<file path="src/design/adccal_pkg.sv">
// ADC calibration and DMA gating package: offsets, fields, reset values, types.
// Assumes an 8-bit special-function-register access from the processor core.
package adccal_pkg;

  // Special-function-register offsets (8-bit SFR space)
  localparam logic [7:0] ADDR_CONTROL_TWO = 8'hD8;
  localparam logic [7:0] ADDR_OFS_LOW     = 8'hF1;
  localparam logic [7:0] ADDR_OFS_HIGH    = 8'hF2;
  localparam logic [7:0] ADDR_GAIN_LOW    = 8'hF3;
  localparam logic [7:0] ADDR_GAIN_HIGH   = 8'hF4;

  // Field positions and widths
  localparam int COEF_W      = 14;
  localparam int HIGH_W      = 6;
  localparam int LOW_W       = 8;
  localparam int DMA_EN_BIT  = 6;
  localparam int DONE_BIT    = 7;

  // Reset values before the factory load completes
  localparam logic [7:0]        CONTROL_TWO_RST = 8'h00;
  localparam logic [COEF_W-1:0] COEF_RST        = 14'h2000;

  // Factory load length in clock cycles
  localparam int LOAD_CYCLES = 4;

  // Core external-port request
  typedef struct packed {
    logic       valid;
    logic       write;
    logic [7:0] port0;
    logic [7:0] port2;
  } adccal_port_req_t;

  // Core SFR access
  typedef struct packed {
    logic       rd;
    logic       wr;
    logic [7:0] addr;
    logic [7:0] wdata;
  } adccal_sfr_req_t;

  typedef enum logic [1:0] {
    ADCCAL_LOAD_IDLE,
    ADCCAL_LOAD_BUSY,
    ADCCAL_LOAD_DONE
  } adccal_load_t;

endpackage : adccal_pkg

</file>
<file path="src/design/adccal_coef_reg.sv">
// One 14-bit calibration coefficient held as a 6-bit high and 8-bit low register.
// Assumes one write strobe per half, same clock as the register side.
`timescale 1ns/1ps
module adccal_coef_reg
(
  input  wire logic                        clk,
  input  wire logic                        nrst,
  input  wire logic                        load,
  input  wire logic [adccal_pkg::COEF_W-1:0] load_val,
  input  wire logic                        wr_high,
  input  wire logic                        wr_low,
  input  wire logic [7:0]                  wdata,
  output logic      [adccal_pkg::COEF_W-1:0] coef
);

  logic [adccal_pkg::HIGH_W-1:0] high_r;
  logic [adccal_pkg::LOW_W-1:0]  low_r;

  // Factory load wins over software; software can recalibrate later
  always_ff @(posedge clk or negedge nrst)
  begin
    if (!nrst)
    begin
      high_r <= adccal_pkg::COEF_RST[13:8];
      low_r  <= adccal_pkg::COEF_RST[7:0];
    end
    else if (load)
    begin
      high_r <= load_val[13:8];
      low_r  <= load_val[7:0];
    end
    else
    begin
      if (wr_high)
        high_r <= wdata[5:0];
      if (wr_low)
        low_r  <= wdata;
    end
  end

  // High half in bits 13..8, low half in 7..0
  assign coef = {high_r, low_r};

endmodule : adccal_coef_reg

</file>
<file path="src/design/adccal_port_gate.sv">
// Gates core accesses to the two external ports while DMA capture owns them.
// Assumes the DMA engine drives the ports itself; core timing is untouched.
`timescale 1ns/1ps
module adccal_port_gate
(
  input  wire logic                         clk,
  input  wire logic                         nrst,
  input  wire logic                         dma_active,
  input  wire adccal_pkg::adccal_port_req_t core_req,
  output adccal_pkg::adccal_port_req_t      port_out
);

  // Registered port drive; blocked requests produce no port activity
  always_ff @(posedge clk or negedge nrst)
  begin
    if (!nrst)
      port_out <= '0;
    else if (dma_active)
      port_out <= '0;
    else
      port_out <= core_req;
  end

endmodule : adccal_port_gate

</file>
<file path="src/design/adccal_top.sv">
// ADC calibration coefficient registers, DMA port gating and completion flag.
// Assumes an SFR read/write strobe from the core and a DMA engine done pulse.
`timescale 1ns/1ps
module adccal_top
(
  input  wire logic                         clk,
  input  wire logic                         nrst,
  input  wire adccal_pkg::adccal_sfr_req_t  sfr_req,
  output logic      [7:0]                   sfr_rdata,
  input  wire logic [adccal_pkg::COEF_W-1:0] factory_offset,
  input  wire logic [adccal_pkg::COEF_W-1:0] factory_gain,
  input  wire adccal_pkg::adccal_port_req_t core_port_req,
  output adccal_pkg::adccal_port_req_t      core_port_out,
  input  wire logic                         dma_block_done,
  output logic                              dma_enable,
  output logic                              core_stall,
  output logic                              adc_irq,
  output logic      [adccal_pkg::COEF_W-1:0] offset_coef,
  output logic      [adccal_pkg::COEF_W-1:0] gain_coef,
  output logic                              load_busy
);

  adccal_pkg::adccal_load_t load_state_r;
  logic [2:0]               load_cnt_r;
  logic                     load_pulse;
  logic [7:0]               control_two_r;
  logic [7:0]               rdata_nxt;

  // Write strobe decode shared by all registers
  function automatic logic sfr_wr_hit(input adccal_pkg::adccal_sfr_req_t r,
                                      input logic [7:0] a);
    sfr_wr_hit = r.wr && (r.addr == a);
  endfunction : sfr_wr_hit

  // Power-up configuration sequence; runs once after each reset release
  always_ff @(posedge clk or negedge nrst)
  begin
    if (!nrst)
    begin
      load_state_r <= adccal_pkg::ADCCAL_LOAD_IDLE;
      load_cnt_r   <= 3'h0;
    end
    else
    begin
      unique case (load_state_r)
        adccal_pkg::ADCCAL_LOAD_IDLE:
        begin
          load_state_r <= adccal_pkg::ADCCAL_LOAD_BUSY;
          load_cnt_r   <= 3'(adccal_pkg::LOAD_CYCLES - 1);
        end
        adccal_pkg::ADCCAL_LOAD_BUSY:
        begin
          if (load_cnt_r == 3'h0)
            load_state_r <= adccal_pkg::ADCCAL_LOAD_DONE;
          else
            load_cnt_r <= load_cnt_r - 3'h1;
        end
        adccal_pkg::ADCCAL_LOAD_DONE:
          load_state_r <= adccal_pkg::ADCCAL_LOAD_DONE;
      endcase
    end
  end

  // Copy happens on the last busy cycle, so late factory inputs settle first
  assign load_pulse = (load_state_r == adccal_pkg::ADCCAL_LOAD_BUSY) &&
                      (load_cnt_r == 3'h0);
  assign load_busy  = (load_state_r != adccal_pkg::ADCCAL_LOAD_DONE);

  // Offset coefficient; higher value means downward shift in the converter
  adccal_coef_reg u_offset
  (
    .clk      (clk),
    .nrst     (nrst),
    .load     (load_pulse),
    .load_val (factory_offset),
    .wr_high  (sfr_wr_hit(sfr_req, adccal_pkg::ADDR_OFS_HIGH)),
    .wr_low   (sfr_wr_hit(sfr_req, adccal_pkg::ADDR_OFS_LOW)),
    .wdata    (sfr_req.wdata),
    .coef     (offset_coef)
  );

  // Gain coefficient; higher value means steeper slope in the converter
  adccal_coef_reg u_gain
  (
    .clk      (clk),
    .nrst     (nrst),
    .load     (load_pulse),
    .load_val (factory_gain),
    .wr_high  (sfr_wr_hit(sfr_req, adccal_pkg::ADDR_GAIN_HIGH)),
    .wr_low   (sfr_wr_hit(sfr_req, adccal_pkg::ADDR_GAIN_LOW)),
    .wdata    (sfr_req.wdata),
    .coef     (gain_coef)
  );

  // Control two: DMA enable bit written by software, done flag set by hardware
  always_ff @(posedge clk or negedge nrst)
  begin
    if (!nrst)
      control_two_r <= adccal_pkg::CONTROL_TWO_RST;
    else
    begin
      if (sfr_wr_hit(sfr_req, adccal_pkg::ADDR_CONTROL_TWO))
        control_two_r <= sfr_req.wdata;
      // Set wins over a same-cycle software clear
      if (dma_block_done)
        control_two_r[adccal_pkg::DONE_BIT] <= 1'b1;
    end
  end

  assign dma_enable = control_two_r[adccal_pkg::DMA_EN_BIT];
  assign adc_irq    = control_two_r[adccal_pkg::DONE_BIT];
  // Never stall the core; DMA only steals the ports
  assign core_stall = 1'b0;

  // Port gating while DMA is enabled
  adccal_port_gate u_gate
  (
    .clk        (clk),
    .nrst       (nrst),
    .dma_active (dma_enable),
    .core_req   (core_port_req),
    .port_out   (core_port_out)
  );

  // Read mux; unmapped addresses read zero, upper coefficient bits zero
  always_comb
  begin
    rdata_nxt = 8'h00;
    unique case (sfr_req.addr)
      adccal_pkg::ADDR_CONTROL_TWO: rdata_nxt = control_two_r;
      adccal_pkg::ADDR_OFS_HIGH:    rdata_nxt = {2'h0, offset_coef[13:8]};
      adccal_pkg::ADDR_OFS_LOW:     rdata_nxt = offset_coef[7:0];
      adccal_pkg::ADDR_GAIN_HIGH:   rdata_nxt = {2'h0, gain_coef[13:8]};
      adccal_pkg::ADDR_GAIN_LOW:    rdata_nxt = gain_coef[7:0];
      default:                      rdata_nxt = 8'h00;
    endcase
  end

  // Registered read data, one cycle after the read strobe
  always_ff @(posedge clk or negedge nrst)
  begin
    if (!nrst)
      sfr_rdata <= 8'h00;
    else if (sfr_req.rd)
      sfr_rdata <= rdata_nxt;
  end

endmodule : adccal_top

</file>
<file path="config.mk">
export PLATFORM = sky130hd
export DESIGN_NAME = adccal_top
export DESIGN_NICKNAME = d
export VERILOG_FILES = /design/src/design/adccal_pkg.sv /design/src/design/adccal_coef_reg.sv /design/src/design/adccal_port_gate.sv /design/src/design/adccal_top.sv
export SDC_FILE = /design/constraint.sdc
export NUM_CORES = 1
export LEC_CHECK = 0
export ABC_AREA = 1
export BUFFER_PORTS_ARGS = -buffer_cell sky130_fd_sc_hd__clkbuf_2
export CAP_MARGIN = 20
export CORE_MARGIN = 8
export CORE_UTILIZATION = 50
export CTS_BUF_LIST = sky130_fd_sc_hd__clkbuf_8
export DETAILED_ROUTE_END_ITERATION = 7
export PLACE_DENSITY = 0.81
export REMOVE_ABC_BUFFERS = 1
export SYNTH_ARGS = -nofsm -noshare
export SYNTH_HDL_FRONTEND = slang
export SYNTH_SLANG_ARGS = --single-unit
export TNS_END_PERCENT = 5
</file>
<file path="constraint.sdc">
create_clock -name clk -period 3.65 [get_ports clk]
set_clock_uncertainty 0.1 [all_clocks]
set_input_delay 0.365 -clock clk [delete_from_list [all_inputs] [get_ports clk]]
set_output_delay 0.365 -clock clk [all_outputs]
set_load 0.005 [all_outputs]
</file>
### After elaboration in Yosys (flattened, before gate mapping)

Index checks and enable logic that the tools add are counted.

* $add $sub $neg: 1
* equality and inequality tests: 10
* multiplexer cells: 16
* reductions and logical operators: 15

Operator list (count)
* equality test 8 bit (second input constant): 5
* two-way mux 8 bit: 5
* case mux 8 bit (5 select lines): 1
* two-way mux 6 bit: 4
* two-way mux 18 bit: 1
* nonzero test 2 bit: 6
* logical AND 1 bit: 6
* case mux 2 bit (3 select lines): 1
* case mux 3 bit (2 select lines): 1
* inequality test 2 bit (second input constant): 2
* logical NOT 3 bit: 1
* two-way mux 3 bit: 1
* subtractor 3 x 1 -> 3 bit (second input constant): 1
* equality test 2 x 1 -> 1 bit (second input constant): 1
* equality test 2 bit (second input constant): 1
* logical NOT 2 bit: 1
* two-way mux 2 bit: 1
* inequality test 2 x 1 -> 1 bit (second input constant): 1
* AND reduction 2 bit: 1
* two-way mux 1 bit: 1

* flip-flop bits (word level): 67

### Logic depth before layout (Yosys ltp)

* depth after elaboration: 4
* gate-level depth with buffers: 10
* depth with buffers taken out: 9

### Cells and area by module

Synthesis repeated with hierarchy kept, for this count alone.

* cell total of the unflattened synthesis: 412
* area total of the unflattened synthesis: 3363.2 um^2

By module, submodules not included
* adccal_top: times used 1, cells each 202, area an instance 1430.1 um^2, sequential area each 525.5 um^2
* adccal_coef_reg: times used 2, cells each 77, area an instance 660.6 um^2, sequential area each 351.6 um^2
* adccal_port_gate: times used 1, cells each 56, area an instance 611.8 um^2, sequential area each 450.4 um^2

### Worst setup path after synthesis

No wires, ideal clock.

* path type: flip-flop to flip-flop
* from: register load_cnt_r[0]
* to: register load_cnt_r[2]
* library setup time: 0.126 ns
* arrival time: 1.406 ns
* data required time: 3.424 ns
* slack: 2.018 ns
* stages on the path, launching flop included: 9
* clock period less this slack: 1.632 ns
* cell sequence: dfrtp_1 > inv_1 > ha_1 > ha_1 > nand2_1 > buf_2 > o21ai_0 > nand2_1 > o21ai_0

* longest elaborated chain between the ends: 3

RTL lines
* start: declaration: line adccal_top.sv:24 `logic [2:0] load_cnt_r;`
* start signal: assignment: line adccal_top.sv:49 `load_cnt_r <= 3'(adccal_pkg::LOAD_CYCLES - 1);`
* start signal: assignment: line adccal_top.sv:56 `load_cnt_r <= load_cnt_r - 3'h1;`
* subtractor 3 x 1 -> 3 bit or logical NOT 3 bit (tied branches): line adccal_top.sv:56, adccal_top.sv:53
* two-way mux 3 bit or inequality test 2 bit (tied branches)
* case mux 3 bit (2 select lines) or AND reduction 2 bit (tied branches)

Parallel ways exist; a longest one is shown, timed or not. The select of a mux whose other input is x is not followed.
A chain may end at the register's enable or synchronous reset.

### Worst setup path after layout

* from: register load_cnt_r[0]
* to: register u_gain.low_r[3] (netlist name)

* longest elaborated chain between the ends: 3

RTL lines
* logical NOT 3 bit (*): line adccal_top.sv:66 `(load_cnt_r == 3'h0);`
* logical AND 1 bit (*): line adccal_top.sv:65 `assign load_pulse = (load_state_r == adccal_pkg::ADCCAL_LOAD_BUSY) &&`
* two-way mux 8 bit or nonzero test 2 bit (tied branches)
* end signal: assignment: line adccal_coef_reg.sv:25 `low_r <= adccal_pkg::COEF_RST[7:0];`
* end signal: assignment: line adccal_coef_reg.sv:30 `low_r <= load_val[7:0];`
* end signal: assignment: line adccal_coef_reg.sv:37 `low_r <= wdata;`
* end: declaration: line adccal_coef_reg.sv:17 `logic [adccal_pkg::LOW_W-1:0] low_r;`

Every way passes the cells marked *; elsewhere a longest branch is shown, timed or not.

==> metrics.yaml <==
run_status:
  status: "complete, no violations"
global_routing:
  grt_max_degree: 44
  met3_usage_pct: 5.69
  grt_pass1_vias: 3331
  antenna_found_initial: 0
  grt_first_pass_wirelength_um: 16200
  gr-usage-met2_pct: 36.2
  use_met1_pct: 23.6
  grt-busiest-layer: "met2"
  grtUsageTotal_pct: 21.1
  overflow: 0
setup_path:
  path_delay_family: "simple AND/OR/NAND/NOR gates"
  cp-start-kind: "flop"
  crit_chain: "inv_1, ha_1, ha_1, nand2_1, buf_4, nand2_2, o21a_1"
  critical_path_buf_inv_count: 2
  worstSetupEndpointType: "flop"
  slowest_stage: "dfrtp_1"
  crit_arrival_ns: 2.34
  cp_slowest_stage_delay_ns: 0.37
  cp_common_cell: "ha_1"
  cp_max_fo: 22
  critical_path_class: "reg2reg"
  cp_data_required_time_ns: 3.78
die:
  die_h_um: 97.8
  initial_core_util_pct: 50.4
  core_area_mm2: 0.00664
  die_x_um: 97.8
  rows: 30
  dieArea_mm2: 0.00956
  io_pins: 125
finish:
  layout_commonest_cell: "nand2_1"
  final_cell_mix: "nand2_1, clkbuf_2, dfrtp_1"
  fill_cells: 577
  utilization_pct: 63.2
  nNetsFinal: 614
  antennaDiodeCount: 0
  drive_gt1_share_pct: 32.0
  syn_to_final_growth_pct: 25.4
sta:
  period_share_pct: 60.5
  setup_viol: 0
  fin_crit_ns: 2.21
  tns_ns: 0
  hold_viol: 0
  grt_setup_unrepaired: "no"
  finalMaxSlewViolations: 0
  worst_pin_slew_ns: 0.980
  fmax_mhz: 453
  relSlewSlack_pct: 34.7
clock_tree:
  root_buffer: "clkbuf_8"
  cts_resized: 0
  numCtsBuffers: 9
  cts_buffer_depth: 2
  cts.sinks: 67
  hold_buffers: 0
  clock_latency_ns: 0.35
  cts_setup_buffers: 0
  cts.htree.levels: 3
  cts_tree: "done"
  clkTransAtPathRegs_ns: 0.09
synthesis:
  yosysWarnings: 0
  yosysTopAreaCell: "dfrtp_1"
  mappedNetlistArea_mm2: 0.00335
  syn_avg_cell_area_um2: 7.98
  yosysTopAreaCellShare_pct: 48.6
  netlist-cell-type-count: 26
  synth.area.top_cells: "dfrtp_1, nand2_1, nand3_1"
  ys_seq_area_share_pct: 50.2
  synthCells: 419
  synth-seq-cells: 67
routing:
  drtIter0Drc: 201
  vias: 3276
  drc: 0
  antenna_left: 0
  wl_per_cell_um: 15.8
  dr.pass1.iters: 5
  viasPerCell: 5.22
  drt-total-wl_um: 9880
placed_design:
  hpwlAfterDp_um: 7450
  io_buffer_count: 123
  globalplace.congestion: 0.888
power_and_ir_drop:
  ir_worst_vdd_uv: 272
  p_int_mw: 1.21
  comb_power_share_pct: 12.3
  p_per_area_mw_per_mm2: 398
  leakage_nw: 2.32
  switchingPower_mw: 0.466
  power_frac_seq_pct: 49.9
  clkPwrFrac_pct: 37.7
  swShare_pct: 27.9
min_path:
  hp-class: "in2async"
job:
  maxCapViolations: 0
## cells by family after synthesis
| family | synth area share (%) |
|---|---|
| AOI/OAI and AO/OA | 4.45 |
| adders and majority gates | 1.87 |
| buffers and inverters | 6.92 |
| DFF | 50.2 |
| other | 0.112 |
| and+or+nand+nor | 36.5 |
## state kept, by name, indices dropped and copies added, names as in the netlist
signal           flops
control_two_r        8
load_cnt_r           3
load_state_r         2
sfr_rdata            8
u_gain.high_r        6
u_gain.low_r         8
u_gate.port_out     18
u_offset.high_r      6
u_offset.low_r       8
## cells in the mapped netlist, drive strengths merged
cell,count
a21oi,8
a22oi,1
buf,8
clkbuf,5
clkinv,1
conb,1
dfrtp,65
dfstp,2
ha,5
inv,39
nand2,160
nand3,71
nor2,41
o21a,8
o21ai,3
o21bai,1
## layout make-up
cell class                      instances  area (um^2)  share of cell area, %
Timing Repair Buffer                  125          631                   15.0
Sequential cell                        67         1680                   40.0
Multi-Input combinational cell        299         1440                   34.2
Inverter                               40          151                   3.61
Tap cell                               80          100                   2.39
Clock buffer                            9          124                   2.95
Clock inverter                          7         76.3                   1.82
## power by group through the flow
stage	clock (mW)	sequential (mW)	combinational, mW
after floorplan	0	0.844	0.0750
after global placement	0	0.847	0.201
after detailed placement	0	0.848	0.208
after CTS	0.636	0.834	0.209
after global routing	0.660	0.841	0.231
final	0.631	0.835	0.206
## through the flow
stage	std cells	hold WS [ns]	total power [mW]	setup WS (ns)	area (um^2)
finish	627	0.0713	1.67	1.44	4200
global route	627	0.0850	1.73	1.33	4200
CTS	627	0.0728	1.68	1.47	4200
detailed placement	611	0.366	1.06	1.48	4000
global placement	611	0.364	1.05	1.56	4000
floorplan	406	-0.0306	0.919	1.43	3270
## path summary, 6_finish.rpt
| check | slack (ns) | end | cells after the start | from |
|---|---|---|---|---|
| max | 1.44 | u_gain.low_r[3] | 7 | load_cnt_r[0] |
| min | 0.07 | u_gate.port_out[10] | 1 | nrst |
| max reg2reg | 1.44 | u_gain.low_r[3] | 7 | load_cnt_r[0] |
| min reg2reg | 0.38 | control_two_r[4] | 2 | control_two_r[4] |
| max in group asynchronous | 2.42 | u_offset.high_r[5] | 2 | nrst |
| min in group clk | 0.08 | u_gate.port_out[5] | 3 | core_port_req[5] |
## per-layer routing
| metal | vias to the layer above | share of wire, % |
|---|---|---|
| met5 | - | 0 |
| li1 | 1559 | - |
| met1 | 1529 | 40 |
| met3 | 27 | 8.1 |
| met4 | 0 | 3.0 |
| met2 | 161 | 49 |
(Power assumes the default switching activity.)
